===== src/logic/cre_pkg.sv =====
// Purpose: shared constants and types for the system-control instruction unit
// Assumes: 32-bit APB register window, one aligned word per register
// Notes:   status bit positions and the shadow-set layout are local to this unit
package cre_pkg;

  // register byte offsets
  localparam logic [7:0] REG_INSTR   = 8'h00;
  localparam logic [7:0] REG_SRC     = 8'h04;
  localparam logic [7:0] REG_STATUS  = 8'h08;
  localparam logic [7:0] REG_EXCPC   = 8'h0C;
  localparam logic [7:0] REG_ERRPC   = 8'h10;
  localparam logic [7:0] REG_SHADOW  = 8'h14;
  localparam logic [7:0] REG_CONFIG  = 8'h18;
  localparam logic [7:0] REG_RESULT  = 8'h1C;
  localparam logic [7:0] REG_INFO    = 8'h20;
  localparam logic [7:0] REG_PC      = 8'h24;
  localparam logic [7:0] REG_FLAGS   = 8'h28;

  // status fields
  localparam int ST_IRQ_ON   = 0;
  localparam int ST_EXC_LVL  = 1;
  localparam int ST_ERR_LVL  = 2;
  localparam int ST_BOOT_VEC = 22;
  localparam logic [31:0] STATUS_RST = 32'h00400004;

  // shadow-set control fields
  localparam int SH_CUR_LO  = 0;
  localparam int SH_PREV_LO = 6;
  localparam int SH_HIGH_LO = 26;
  localparam int SH_W       = 4;
  localparam logic [31:0] SHADOW_RST = 32'h00000000;

  // configuration fields
  localparam int CF_REV2     = 0;
  localparam int CF_CP_EN    = 1;
  localparam int CF_ALT_ISA  = 2;
  localparam int CF_COMPRESS = 3;
  localparam logic [4:0] CONFIG_RST = 5'h03;

  // info fields
  localparam int IN_TGT_LO   = 0;
  localparam int IN_TGT_WR   = 8;
  localparam int IN_RSVD_EXC = 9;
  localparam int IN_CPU_EXC  = 10;
  localparam int IN_REDIRECT = 11;
  localparam int IN_ISSUE    = 12;
  localparam int IN_BARRIER  = 13;
  localparam int IN_UNKNOWN  = 14;
  localparam int IN_CNT_LO   = 16;

  // flag fields
  localparam int FL_ISA     = 0;
  localparam int FL_LINK    = 1;
  localparam int FL_HAZARD  = 2;

  // instruction encodings
  localparam logic [31:0] ENC_BARRIER = 32'h000000C0;
  localparam logic [31:0] ENC_HOLDNOP = 32'h00000040;
  localparam logic [5:0]  OPC_SYSCP   = 6'h10;
  localparam logic [4:0]  SUB_MISC    = 5'h0B;
  localparam logic [4:0]  RD_MISC     = 5'h0C;
  localparam logic [5:0]  FN_RETURN   = 6'h18;
  localparam logic [5:0]  OPC_GROUP3  = 6'h1F;
  localparam logic [5:0]  FN_PULL     = 6'h00;
  localparam int          SEL_BIT     = 5;

  typedef enum logic [2:0] {
    OP_NONE, OP_HOLDNOP, OP_BARRIER, OP_IRQ_ON, OP_IRQ_OFF, OP_RETURN, OP_PULL
  } cre_op_t;

endpackage : cre_pkg


===== src/logic/cre_decoder.sv =====
// Purpose: classify one instruction word for the system-control unit
// Assumes: purely combinational, word is stable while examined
// Notes:   anything not listed reads as OP_NONE
`timescale 1ns/10ps
`default_nettype none
module cre_decoder
  import cre_pkg::*;
(
  // instruction
  input  wire logic [31:0] instr,
  // classification
  output cre_op_t          op,
  output logic [4:0]       tgtIdx,
  output logic [4:0]       srcIdx,
  output logic [4:0]       sizeM1,
  output logic [4:0]       lowPos
);

  logic miscMatch;

  assign tgtIdx = instr[20:16];
  assign srcIdx = instr[25:21];
  assign sizeM1 = instr[15:11]; // RULE_19
  assign lowPos = instr[10:6];  // RULE_19

  // empty target field already encodes r0, so nothing special is needed here
  assign miscMatch = (instr[31:26] == OPC_SYSCP) && (instr[25:21] == SUB_MISC) &&
                     (instr[15:11] == RD_MISC) && (instr[10:6] == 5'h00) &&
                     (instr[4:0] == 5'h00); // RULE_04 RULE_06

  always_comb begin
    op = OP_NONE;
    if (instr == ENC_BARRIER) begin // RULE_03
      op = OP_BARRIER;
    end else if (instr == ENC_HOLDNOP) begin
      op = OP_HOLDNOP;
    end else if (miscMatch) begin
      op = instr[SEL_BIT] ? OP_IRQ_ON : OP_IRQ_OFF; // RULE_04
    end else if ((instr[31:26] == OPC_SYSCP) && instr[25] && (instr[24:6] == 19'h00000) &&
                 (instr[5:0] == FN_RETURN)) begin // RULE_11
      op = OP_RETURN;
    end else if ((instr[31:26] == OPC_GROUP3) && (instr[5:0] == FN_PULL)) begin // RULE_19
      op = OP_PULL;
    end
  end

endmodule : cre_decoder
`default_nettype wire


===== src/logic/cre_extract.sv =====
// Purpose: zero-extending bit-field extract
// Assumes: lowPos + sizeM1 stays within the word; otherwise the result is don't-care
// Notes:   mask built bit by bit so no 33-bit shift is needed for a full-width field
`timescale 1ns/10ps
`default_nettype none
module cre_extract #(
  parameter int W = 32
) (
  // operands
  input  wire logic [W-1:0] src,
  input  wire logic [4:0]   lowPos,
  input  wire logic [4:0]   sizeM1,
  // result
  output logic [W-1:0]      result
);

  logic [W-1:0] shifted;
  logic [W-1:0] mask;

  assign shifted = src >> lowPos; // RULE_20

  genvar i;
  generate
    for (i = 0; i < W; i++) begin : g_mask
      assign mask[i] = (i <= int'(sizeM1)); // RULE_20
    end
  endgenerate

  assign result = shifted & mask; // RULE_20

endmodule : cre_extract
`default_nettype wire


===== src/logic/cre_top.sv =====
// Purpose: executes barrier, interrupt-enable, exception-return and extract over APB
// Assumes: one instruction executes per write to the instruction register
// Notes on behaviour
// RULE_01 - revision-two barrier clears all pending hazards and also holds issue
// RULE_02 - revision-one core runs the barrier word exactly as a superscalar no-op
// RULE_03 - barrier is the shift word with zero registers and shift amount three
// RULE_04 - enable is the misc-move group form; its select bit picks enable or disable
// RULE_05 - enable copies whole status to target register, then sets interrupt enable
// RULE_06 - target field of zero means register zero, so the old status is dropped
// RULE_07 - enable and return raise coprocessor unusable when access is off
// RULE_08 - before revision two, enable and extract raise reserved instruction
// RULE_09 - status read and enable set happen in one indivisible cycle
// RULE_10 - enable change lands late; barrier, barrier jumps and return make it land
// RULE_11 - return matches its exact opcode, coprocessor bit, zero field and function
// RULE_12 - return has no delay slot; fetch goes straight to the chosen address
// RULE_13 - software never puts a return in a branch delay slot
// RULE_14 - return clears the link flag so a later conditional store fails
// RULE_15 - return clears every hazard before the target fetch
// RULE_16 - error level picks error pc and clears it, else exception pc and level
// RULE_17 - shadow set restored only for rev2, highest above zero, no boot, no error
// RULE_18 - with a compressed set, pc bit zero cleared and moved into set mode
// RULE_19 - extract matches group three, function zero; size and low fields decoded
// RULE_20 - extract right-justifies the field and zero-fills the upper bits
// RULE_21 - software keeps low plus size-minus-one at or below 31
//
// Local design decisions: the APB slave port and the register addresses.
`timescale 1ns/10ps
`default_nettype none
module cre_top
  import cre_pkg::*;
#(
  parameter int W = 32
) (
  // clock and reset
  input  wire logic        clk,
  input  wire logic        rstn,
  // apb slave
  input  wire logic        psel,
  input  wire logic        penable,
  input  wire logic        pwrite,
  input  wire logic [7:0]  paddr,
  input  wire logic [31:0] pwdata,
  output logic [31:0]      prdata,
  output logic             pready,
  output logic             pslverr,
  // core side
  input  wire logic        jumpBarrier,
  output logic             globalIrqOn,
  output logic             issueHold,
  output logic             pcRedirect,
  output logic [31:0]      redirectPc,
  output logic             instrSetSel
);

  // register map check used by the setup-phase refusal; the access-phase write checks writable
  function automatic logic mapped(input logic [7:0] a);
    unique case (a)
      REG_INSTR, REG_SRC, REG_STATUS, REG_EXCPC, REG_ERRPC, REG_SHADOW,
      REG_CONFIG, REG_RESULT, REG_INFO, REG_PC, REG_FLAGS: mapped = 1'b1;
      default: mapped = 1'b0;
    endcase
  endfunction : mapped

  function automatic logic writable(input logic [7:0] a);
    unique case (a)
      REG_INSTR, REG_SRC, REG_STATUS, REG_EXCPC, REG_ERRPC, REG_SHADOW,
      REG_CONFIG, REG_FLAGS: writable = 1'b1;
      default: writable = 1'b0;
    endcase
  endfunction : writable

  // state held by this unit; everything after it is decode
  logic [31:0] instr_r;
  logic [31:0] src_r;
  logic [31:0] status_r;
  logic [31:0] excPc_r;
  logic [31:0] errPc_r;
  logic [31:0] shadow_r;
  logic [4:0]  config_r;
  logic [31:0] result_r;
  logic [31:0] info_r;
  logic [31:0] pc_r;
  logic        link_r;
  logic        hazard_r;
  logic        effIrq_r;
  logic        issue_r;
  logic        redirect_r;
  logic        isa_r;
  logic [7:0]  count_r;

  // per-word decode and the qualified execute strobes
  logic        access;
  logic        wrAcc;
  logic        exec;
  cre_op_t     op;
  logic [4:0]  tgtIdx;
  logic [4:0]  sizeM1;
  logic [4:0]  lowPos;
  logic [31:0] pulled;
  logic        rev2;
  logic        cpEn;
  logic        compressed;
  logic        rsvdExc;
  logic        cpuExc;
  logic        doIrqOn;
  logic        doIrqOff;
  logic        doReturn;
  logic        doPull;
  logic        doBarrier;
  logic        doHoldNop;
  logic        clearHaz;
  logic        setHaz;
  logic [31:0] retTemp;
  logic        shadowRestore;

  // pready is a plain decode: no register here ever needs a wait state
  assign access = psel && penable;
  assign wrAcc  = access && pwrite && writable(paddr);
  assign exec   = wrAcc && (paddr == REG_INSTR);
  assign pready = access;

  // decoding looks at the incoming word, so execution and the write share one edge
  cre_decoder u_dec (
    .instr  (pwdata),
    .op     (op),
    .tgtIdx (tgtIdx),
    .srcIdx (),
    .sizeM1 (sizeM1),
    .lowPos (lowPos)
  );

  // fields come from the incoming word, the operand from the source register
  cre_extract #(.W(W)) u_ext (
    .src    (src_r),
    .lowPos (lowPos),
    .sizeM1 (sizeM1),
    .result (pulled)
  );

  assign rev2       = config_r[CF_REV2];
  assign cpEn       = config_r[CF_CP_EN];
  assign compressed = config_r[CF_COMPRESS] || config_r[CF_ALT_ISA];

  // an instruction that does not exist on this revision wins over the access check
  assign rsvdExc = exec && !rev2 && ((op == OP_IRQ_ON) || (op == OP_IRQ_OFF) ||
                                     (op == OP_PULL)); // RULE_08
  assign cpuExc  = exec && !rsvdExc && !cpEn &&
                   ((op == OP_IRQ_ON) || (op == OP_IRQ_OFF) || (op == OP_RETURN)); // RULE_07

  assign doIrqOn   = exec && !rsvdExc && !cpuExc && (op == OP_IRQ_ON);
  assign doIrqOff  = exec && !rsvdExc && !cpuExc && (op == OP_IRQ_OFF);
  assign doReturn  = exec && !cpuExc && (op == OP_RETURN);
  assign doPull    = exec && !rsvdExc && (op == OP_PULL);
  assign doBarrier = exec && (op == OP_BARRIER) && rev2; // RULE_01
  // on revision one the barrier word is nothing more than the issue-holding no-op
  assign doHoldNop = exec && ((op == OP_HOLDNOP) || (op == OP_BARRIER)); // RULE_01 RULE_02

  assign clearHaz = doBarrier || doReturn || jumpBarrier; // RULE_10 RULE_15
  assign setHaz   = doIrqOn || doIrqOff || (wrAcc && (paddr == REG_STATUS));

  // error level wins: a reset-class entry never saved the exception pc
  assign retTemp = status_r[ST_ERR_LVL] ? errPc_r : excPc_r; // RULE_16
  assign shadowRestore = doReturn && !status_r[ST_ERR_LVL] && rev2 &&
                         (shadow_r[SH_HIGH_LO +: SH_W] != 4'h0) &&
                         !status_r[ST_BOOT_VEC]; // RULE_17

  // plain software-written registers
  always_ff @(posedge clk) begin
    if (!rstn) begin
      instr_r  <= 32'h00000000;
      src_r    <= 32'h00000000;
      excPc_r  <= 32'h00000000;
      errPc_r  <= 32'h00000000;
      config_r <= CONFIG_RST;
    end else if (wrAcc) begin
      unique case (paddr)
        REG_INSTR:  instr_r  <= pwdata;
        REG_SRC:    src_r    <= pwdata;
        REG_EXCPC:  excPc_r  <= pwdata;
        REG_ERRPC:  errPc_r  <= pwdata;
        REG_CONFIG: config_r <= pwdata[4:0];
        default: ;
      endcase
    end
  end

  // status: the read into the result and the enable update share one edge,
  // so nothing can be taken between them
  always_ff @(posedge clk) begin
    if (!rstn) begin
      status_r <= STATUS_RST;
    end else if (wrAcc && (paddr == REG_STATUS)) begin
      status_r <= pwdata;
    end else if (doIrqOn) begin
      status_r[ST_IRQ_ON] <= 1'b1; // RULE_05 RULE_09
    end else if (doIrqOff) begin
      status_r[ST_IRQ_ON] <= 1'b0;
    end else if (doReturn) begin
      if (status_r[ST_ERR_LVL]) begin
        status_r[ST_ERR_LVL] <= 1'b0; // RULE_16
      end else begin
        status_r[ST_EXC_LVL] <= 1'b0; // RULE_16
      end
    end
  end

  // shadow-set control
  // at error level no previous set was saved, so nothing is restored
  always_ff @(posedge clk) begin
    if (!rstn) begin
      shadow_r <= SHADOW_RST;
    end else if (wrAcc && (paddr == REG_SHADOW)) begin
      shadow_r <= pwdata;
    end else if (shadowRestore) begin
      shadow_r[SH_CUR_LO +: SH_W] <= shadow_r[SH_PREV_LO +: SH_W]; // RULE_17
    end
  end

  // link flag: software sets it to stand in for a load-linked
  // set and clear cannot meet: each needs its own bus access
  always_ff @(posedge clk) begin
    if (!rstn) begin
      link_r <= 1'b0;
    end else if (doReturn) begin
      link_r <= 1'b0; // RULE_14
    end else if (wrAcc && (paddr == REG_FLAGS) && pwdata[FL_LINK]) begin
      link_r <= 1'b1;
    end
  end

  // hazard tracking; a new status change in the same cycle as a barrier stays pending
  // limitation: a register jump that meets a status write is absorbed; software repeats it
  always_ff @(posedge clk) begin
    if (!rstn) begin
      hazard_r <= 1'b0;
      effIrq_r <= 1'b0;
    end else if (setHaz) begin
      hazard_r <= 1'b1; // RULE_10
    end else if (clearHaz) begin
      hazard_r <= 1'b0; // RULE_10 RULE_15
      effIrq_r <= status_r[ST_IRQ_ON]; // RULE_10
    end
  end

  // return target; nothing sequential runs after it
  // without a compressed set the mode bit keeps its old value
  always_ff @(posedge clk) begin
    if (!rstn) begin
      pc_r  <= 32'h00000000;
      isa_r <= 1'b0;
    end else if (doReturn) begin
      if (compressed) begin
        pc_r  <= {retTemp[31:1], 1'b0}; // RULE_18
        isa_r <= retTemp[0];            // RULE_18
      end else begin
        pc_r  <= retTemp; // RULE_12
      end
    end
  end

  // one-cycle pulses to the core
  always_ff @(posedge clk) begin
    if (!rstn) begin
      issue_r    <= 1'b0;
      redirect_r <= 1'b0;
    end else begin
      issue_r    <= doHoldNop; // RULE_01 RULE_02
      redirect_r <= doReturn; // RULE_12
    end
  end

  // result word and info of the last executed instruction
  always_ff @(posedge clk) begin
    if (!rstn) begin
      result_r <= 32'h00000000;
      info_r   <= 32'h00000000;
      count_r  <= 8'h00;
    end else if (exec) begin
      // exceptions still count, so software can see the word was taken
      count_r <= count_r + 8'h01;
      info_r  <= 32'h00000000;
      info_r[IN_CNT_LO +: 8]   <= count_r + 8'h01;
      info_r[IN_RSVD_EXC]      <= rsvdExc;
      info_r[IN_CPU_EXC]       <= cpuExc;
      info_r[IN_REDIRECT]      <= doReturn;
      info_r[IN_ISSUE]         <= doHoldNop;
      info_r[IN_BARRIER]       <= doBarrier || doReturn;
      info_r[IN_UNKNOWN]       <= (op == OP_NONE);
      if (doIrqOn || doIrqOff) begin
        result_r <= status_r; // RULE_05 RULE_06
        info_r[IN_TGT_LO +: 5] <= tgtIdx;
        info_r[IN_TGT_WR]      <= 1'b1;
      end else if (doPull) begin
        result_r <= pulled; // RULE_20
        info_r[IN_TGT_LO +: 5] <= tgtIdx;
        info_r[IN_TGT_WR]      <= 1'b1;
      end
    end
  end

  // refusal is decided in the setup cycle so it already stands when pready rises
  always_ff @(posedge clk) begin
    if (!rstn) begin
      pslverr <= 1'b0;
    end else if (psel && !penable) begin
      pslverr <= !mapped(paddr) || (pwrite && !writable(paddr));
    end
  end

  // read data is captured in the setup cycle; zero-wait access follows
  always_ff @(posedge clk) begin
    if (!rstn) begin
      prdata  <= 32'h00000000;
    end else if (psel && !penable) begin
      prdata  <= 32'h00000000;
      if (!pwrite) begin
        unique case (paddr)
          REG_INSTR:  prdata <= instr_r;
          REG_SRC:    prdata <= src_r;
          REG_STATUS: prdata <= status_r;
          REG_EXCPC:  prdata <= excPc_r;
          REG_ERRPC:  prdata <= errPc_r;
          REG_SHADOW: prdata <= shadow_r;
          REG_CONFIG: prdata <= {27'h0000000, config_r};
          REG_RESULT: prdata <= result_r;
          REG_INFO:   prdata <= info_r;
          REG_PC:     prdata <= pc_r;
          REG_FLAGS:  prdata <= {29'h00000000, hazard_r, link_r, isa_r};
          default:    prdata <= 32'h00000000;
        endcase
      end
    end
  end

  assign globalIrqOn = effIrq_r;
  assign issueHold   = issue_r;
  assign pcRedirect  = redirect_r;
  assign redirectPc  = pc_r;
  assign instrSetSel = isa_r;

endmodule : cre_top
`default_nettype wire


===== config.mk =====
export PLATFORM = sky130hd
export DESIGN_NAME = cre_top
export DESIGN_NICKNAME = d
export VERILOG_FILES = /design/src/logic/cre_pkg.sv /design/src/logic/cre_decoder.sv /design/src/logic/cre_extract.sv /design/src/logic/cre_top.sv
export SDC_FILE = /design/constraint.sdc
export NUM_CORES = 1
export LEC_CHECK = 0
export BUFFER_PORTS_ARGS = -buffer_cell sky130_fd_sc_hd__buf_2
export CORE_ASPECT_RATIO = 1.5
export CORE_MARGIN = 2
export CORE_UTILIZATION = 25
export DETAILED_ROUTE_END_ITERATION = 12
export HOLD_SLACK_MARGIN = 0.08
export PLACE_DENSITY_LB_ADDON = 0.1
export SYNTH_ARGS = -nofsm -noshare
export SYNTH_HDL_FRONTEND = slang
export SYNTH_HIERARCHICAL = 1
export SYNTH_SLANG_ARGS = --single-unit

===== constraint.sdc =====
create_clock -name clk -period 8.75 [get_ports clk]
set_input_delay 0.875 -clock clk [delete_from_list [all_inputs] [get_ports clk]]
set_output_delay 0.875 -clock clk [all_outputs]
set_load 0.01 [all_outputs]

==> results of run 1 <==
[per-layer routing]
| metal | GRT usage (%) | vias up | routed length, um |
|---|---|---|---|
| met1 | 30.9 | 8365 | 37000 |
| li1 | - | 7545 | - |
| met5 | 0 | - | 0 |
| met3 | 2.16 | 142 | 3870 |
| met4 | 11.8 | 0 | 4410 |
| met2 | 44.6 | 585 | 45100 |
[through the flow]
step | setup WS (ns) | cell area [um2] | hold WS [ns] | total power, W
5_1_grt | 4.27 | 19400 | 0.470 | 0.00342
4_1_cts | 4.63 | 19400 | 0.455 | 0.00336
3_3_place_gp | 4.05 | 18200 | 0.436 | 0.00173
6_report | 4.58 | 19400 | 0.449 | 0.00333
2_1_floorplan | 5.24 | 17000 | 0.433 | 0.00163
3_5_place_dp | 4.03 | 18200 | 0.441 | 0.00173
[registers in the layout (all words and copies together), names as in the netlist]
| name | cells |
|---|---|
| status_r | 32 |
| issueHold | 1 |
| redirectPc | 32 |
| pcRedirect | 1 |
| result_r | 32 |
| count_r | 8 |
| globalIrqOn | 1 |
| link_r | 1 |
| instr_r | 32 |
| src_r | 32 |
| pslverr | 1 |
| config_r | 5 |
| instrSetSel | 1 |
| prdata | 32 |
| shadow_r | 32 |
| info_r | 12 |
| hazard_r | 1 |
| excPc_r | 32 |
| errPc_r | 32 |
[where the power goes]
| part | switching (W) | internal (W) | total (W) | leakage [nW] |
|---|---|---|---|---|
| registers | 0.000000334 | 0.00146 | 0.00146 | 2.58 |
| clock network | 0.000691 | 0.000935 | 0.00163 | 0.606 |
| logic | 0.000191 | 0.0000557 | 0.000246 | 3.61 |
| total | 0.000882 | 0.00245 | 0.00333 | 6.79 |
[worst max path at each step]
stage | slack (ns) | end | cells past startpoint
CTS | 4.63 | excPc_r[19] | 9
global route | 4.27 | redirectPc[7] | 12
finish | 4.58 | excPc_r[16] | 9
global placement | 4.05 | excPc_r[24] | 9
floorplan | 5.24 | result_r[10] | 12
detailed placement | 4.03 | excPc_r[20] | 9
[area by class of cell]
| cell class | count | area [um2] |
|---|---|---|
| Clock buffer | 57 | 1150 |
| Timing Repair Buffer | 165 | 953 |
| Multi-Input combinational cell | 1564 | 9710 |
| Tap cell | 892 | 1120 |
| Inverter | 11 | 46.3 |
| Sequential cell | 320 | 6410 |
| Clock inverter | 7 | 63.8 |
| Fill cell | 7354 | 48200 |
[worst max-delay path, cell delays in order]
cell and delay (ns):
buf_2 0.08, buf_4 0.40, nand4bb_1 0.54, buf_4 0.39
nor2_2 0.70, o2111ai_4 0.80, buf_4 0.54, nand3_1 0.14
o21ai_0 0.09
==> reports/metrics.yaml, run 1 <==
status: "finished, final reports clean"
grt_pass1_vias: 15900
fp.dieW_um: 217
antenna_cells: 0
hold_class: "reg -> reg"
drt_pass1_iterations: 5
core_um2: 67600
max_cap_viol_count: 0
vias: 16600
cp-start-kind: "primary input"
hold_viol: 0
numCtsBuffers: 37
worst_pin_slew_ns: 1.35
max-vdd-ir-drop_uv: 110
stdcell_count: 3016
place.gp.congestion: 0.891
io_buffers: 115
syn_to_final_growth_pct: 14.1
final_antenna_net_count: 0
drt_wl_total_um: 90400
slew_viol_final: 0
cp-end-kind: "flop"
pin_count: 116
post-place-cells: 2952
drc: 0
tns_ns: 0
drive_gt1_share_pct: 14.6
syn-num-nets: 2137
die_h_um: 324
yosysWarningCount: 6
cts_sinks: 320
worstHoldEndpoint: "prdata[11]"
rsz0062_at_grt: "false"
p_per_area_nw_per_um2: 171
avgSynthCellArea_um2: 8.16
overflow: 0
cts_tree: "done"
routed_via_density: 5.52
setup_violations: 0
rows: 117
num-nets-final: 2146
hpwlAfterDp_um: 62900
grt_max_degree: 123
htreeDepth: 2
crit-reg2reg-launch: "src_r[31]"
utilization_pct: 28.8
crit_start: "paddr[3]"
min_path_cells: 2
post-route-min-period_ns: 4.17
die-area_um2: 70300
grt_pass1_wl_um: 126000
hp-start: "prdata[11]"
clkTransAtPathRegs_ns: 0.07
drtIter0Drc: 1388
r2r-end: "result_r[27]"
path_class: "in -> reg"
clockRootBuffer: "clkbuf_16"
groute.usage.overall_pct: 25.2
layout_commonest_cell: "nand2_1"
holdBufCountCts: 0
max_freq_mhz: 240
syn-cell-area_um2: 17000
cp.required_ns: 9.19
clk_latency_ns: 0.56
cts_setup_buffers: 0
slew_headroom_pct: 9.57
r2r_slack_ns: 5.83
syn_inst: 2090
reg2reg_depth: 5
arrival_ns: 4.61
fin_crit_sh_pct: 47.7
p_leak_nw: 6.79
final_cell_mix: "nand2_1, dfxtp_1, a21oi_1, mux2i_1, o21ai_0"
clockBufferDepth: 3
initial_core_util_pct: 25.2
crit_fanout: 33
wl_per_cell_um: 30.0
fin_skew_ns: 0.0134
antenna_found_initial: 2
cts_resized: 0
Power figures use the tool's default switching activity.
==> run 2, diff against run 1 <==
Settings changed: ABC_AREA from default to 1.
Clock period 8.75 ns to 3.9 ns, I/O delays scaled along.
==> run 2 against run 1 <==
Synthesized cell count grew 15%. Worst hold slack lost 0.26 ns. Critical path depth grew 8. Cell count grew 8.8%. Routed wire length shrank 15%. Clock power grew 110%. Via count grew 1.8%. Combinational power grew 100%. Die area shrank 5.6%. Non-clock buffer count grew 24. Critical path type unchanged. Largest power group unchanged.
==> reports/metrics.yaml, run 2 <==
status: "finished, final reports clean"  # unchanged
clkTransAtPathRegs_ns: 0.06  # was 0.07 ns
clockBufferDepth: 3  # unchanged
cts_resized: 0  # unchanged
syn_inst: 2400  # was 2090
dpl_cell_area_um2: 17500  # was 18200 um2
setup_violations: 0  # unchanged
vias: 16900  # was 16600
syn-cell-area_um2: 16100  # was 17000 um2
post-route-min-period_ns: 3.03
groute.usage.overall_pct: 22.8  # was 25.2%
num-nets-final: 2504  # was 2146
clockRootBuffer: "clkbuf_16"  # unchanged
yosysWarningCount: 6  # unchanged
max_cap_viol_count: 0  # unchanged
fillers: 6901  # was 7354
drive_gt1_share_pct: 11.5  # was 14.6%
cts_setup_buffers: 0  # unchanged
hold_class: "in -> reg"  # was reg -> reg
path_buf_inv: 4  # unchanged
finish.instance_area_um2: 18600  # was 19400 um2
avgSynthCellArea_um2: 6.70  # was 8.16 um2
drt_wl_total_um: 77200  # was 90400 um
drc: 0  # unchanged
numCtsBuffers: 36  # was 37
cp.required_ns: 4.34  # was 9.19 ns
drt_pass1_iterations: 5  # unchanged
p_per_area_nw_per_um2: 388  # was 171 nW/um2
reg2reg_depth: 10  # was 5
hold_viol: 0  # unchanged
syn_to_final_growth_pct: 15.8  # was 14.1%
stdcell_count: 3280  # was 3016
htreeDepth: 2  # unchanged
grt.busiest_layer: "met2"  # unchanged
cts_tree: "done"  # unchanged
antenna_cells: 0  # unchanged
die-area_um2: 66400  # was 70300 um2
io_buffers: 115  # unchanged
place.gp.congestion: 0.885  # was 0.891
crit_start: "pwdata[19]"  # was paddr[3]
r2r-end: "result_r[25]"  # was result_r[27]
grt_max_degree: 186  # was 123
grtUsageMet3_pct: 2.00  # was 2.16%
cpPeakStageDelay_ns: 0.57  # was 0.80 ns
fin_skew_ns: 0.0143  # was 0.0134 ns
max_freq_mhz: 330
die_h_um: 315  # was 324 um
drtIter0Drc: 1324  # was 1388
grt_pass1_vias: 16200  # was 15900
initial_core_util_pct: 25.3  # was 25.2%
utilization_pct: 29.3  # was 28.8%
post-place-cells: 3224  # was 2952
wl_per_cell_um: 23.5  # was 30.0 um
grt_use_met2_pct: 41.0  # was 44.6%
cp-endpoint: "redirectPc[21]"  # was excPc_r[16]
pin_count: 116  # unchanged
core_um2: 63500  # was 67600 um2
multi_input_area_um2: 7800  # was 9710 um2
max-vdd-ir-drop_uv: 324  # was 110 uV
regArea_um2: 6410  # unchanged
antenna_found_initial: 2  # unchanged
cts_sinks: 320  # unchanged
critPathSlowestCell: "o211ai_2"  # was o2111ai_4
routed_via_density: 5.16  # was 5.52
p_leak_nw: 7.40  # was 6.79 nW
cp-end-kind: "flop"  # unchanged
holdBufCountCts: 0  # unchanged
grt_use_met1_pct: 28.4  # was 30.9%
tns_ns: 0  # unchanged
path_cells: "buf_2 -> nor2_1 -> nand2_1 -> nor2_1 -> nand3b_1 -> nor2_1 -> nor2_1 -> nor2_2 -> inv_1 -> nand3_1 -> o21ai_1 -> o21ai_1 -> inv_1 -> o211ai_2 -> nand2_1 -> buf_4 -> o22ai_1"  # was buf_2 -> buf_4 -> nand4bb_1 -> buf_4 -> nor2_2 -> o2111ai_4 -> buf_4 -> nand3_1 -> o21ai_0
grt_pass1_wl_um: 111000  # was 126000 um
cp-start-kind: "primary input"  # unchanged
cp_common_cell: "nor2_1"  # was buf_4
path_class: "in -> reg"  # unchanged
fp.dieW_um: 211  # was 217 um
worst_pin_slew_ns: 0.967  # was 1.35 ns
cp_top_family: "simple AND/OR/NAND/NOR gates"  # was buffers and inverters
r2r_slack_ns: 1.65  # was 5.83 ns
fin_crit_sh_pct: 77.8
rows: 113  # was 117
rsz0062_at_grt: "false"  # unchanged
arrival_ns: 3.48  # was 4.61 ns
clk_latency_ns: 0.53  # was 0.56 ns
final_antenna_net_count: 0  # unchanged
syn-num-nets: 2447  # was 2137
crit-reg2reg-launch: "src_r[27]"  # was src_r[31]
slew_viol_final: 0  # unchanged
hpwlAfterDp_um: 55000  # was 62900 um
layout_commonest_cell: "nand2_1"  # unchanged
final_cell_mix: "nand2_1, dfxtp_1, a21oi_1, inv_1, nand3_1"  # was nand2_1, dfxtp_1, a21oi_1, mux2i_1, o21ai_0
cp_num_cells: 17  # was 9
crit_fanout: 14  # was 33
slew_headroom_pct: 35.0  # was 9.57%
overflow: 0  # unchanged
==> run 2: stage by stage <==
step	total power, W	setup WS, ns	hold WS (ns)
2_1_floorplan	0.00361	1.42	0.419
3_3_place_gp	0.00384	0.447	0.429
3_5_place_dp	0.00384	0.382	0.435
4_1_cts	0.00732	0.916	0.170
5_1_grt	0.00746	0.649	0.194
6_report	0.00723	0.865	0.185
==> run 2: worst min path at each step <==
stage                startpoint            to  slack (ns)  cells past startpoint
finish              jumpBarrier      hazard_r        0.18                      4
global route         pwdata[16]   instr_r[16]        0.19                      3
CTS                  pwdata[15]  shadow_r[15]        0.17                      3
detailed placement  instr_r[20]   instr_r[20]        0.43                      2
global placement    instr_r[13]   instr_r[13]        0.43                      2
floorplan           instr_r[13]   instr_r[13]        0.42                      2
==> run 2: power by group <==
part / total, W / internal [W] / switching [W]
clock: 0.00347 / 0.00204 / 0.00143
combinational: 0.000497 / 0.000125 / 0.000373
sequential: 0.00327 / 0.00327 / 0.000000744
total: 0.00723 / 0.00543 / 0.00180
==> run 2: metal layers <==
layer  routed length [um]  vias to the layer above
met2                39000                      544
met1                32600                     8166
li1                     -                     8110
met4                 2600                        0
met5                    0                        -
met3                 3100                      116
==> run 2: area by class of cell <==
type                            count  area share [%]
Sequential cell                   320            34.4
Timing Repair Buffer              189            6.35
Clock inverter                      4           0.511
Inverter                          290            5.85
Multi-Input combinational cell   1620            41.9
Clock buffer                       52            5.60
Tap cell                          805            5.41
==> run 2: worst reg2reg max path, delay by kind of cell (launching register included) <==
kind / cells / cell delay (ns)
AND/OR/NAND/NOR: 9 / 1.55
flip-flops: 1 / 0.52
AO/OA/AOI/OAI: 1 / 0.11
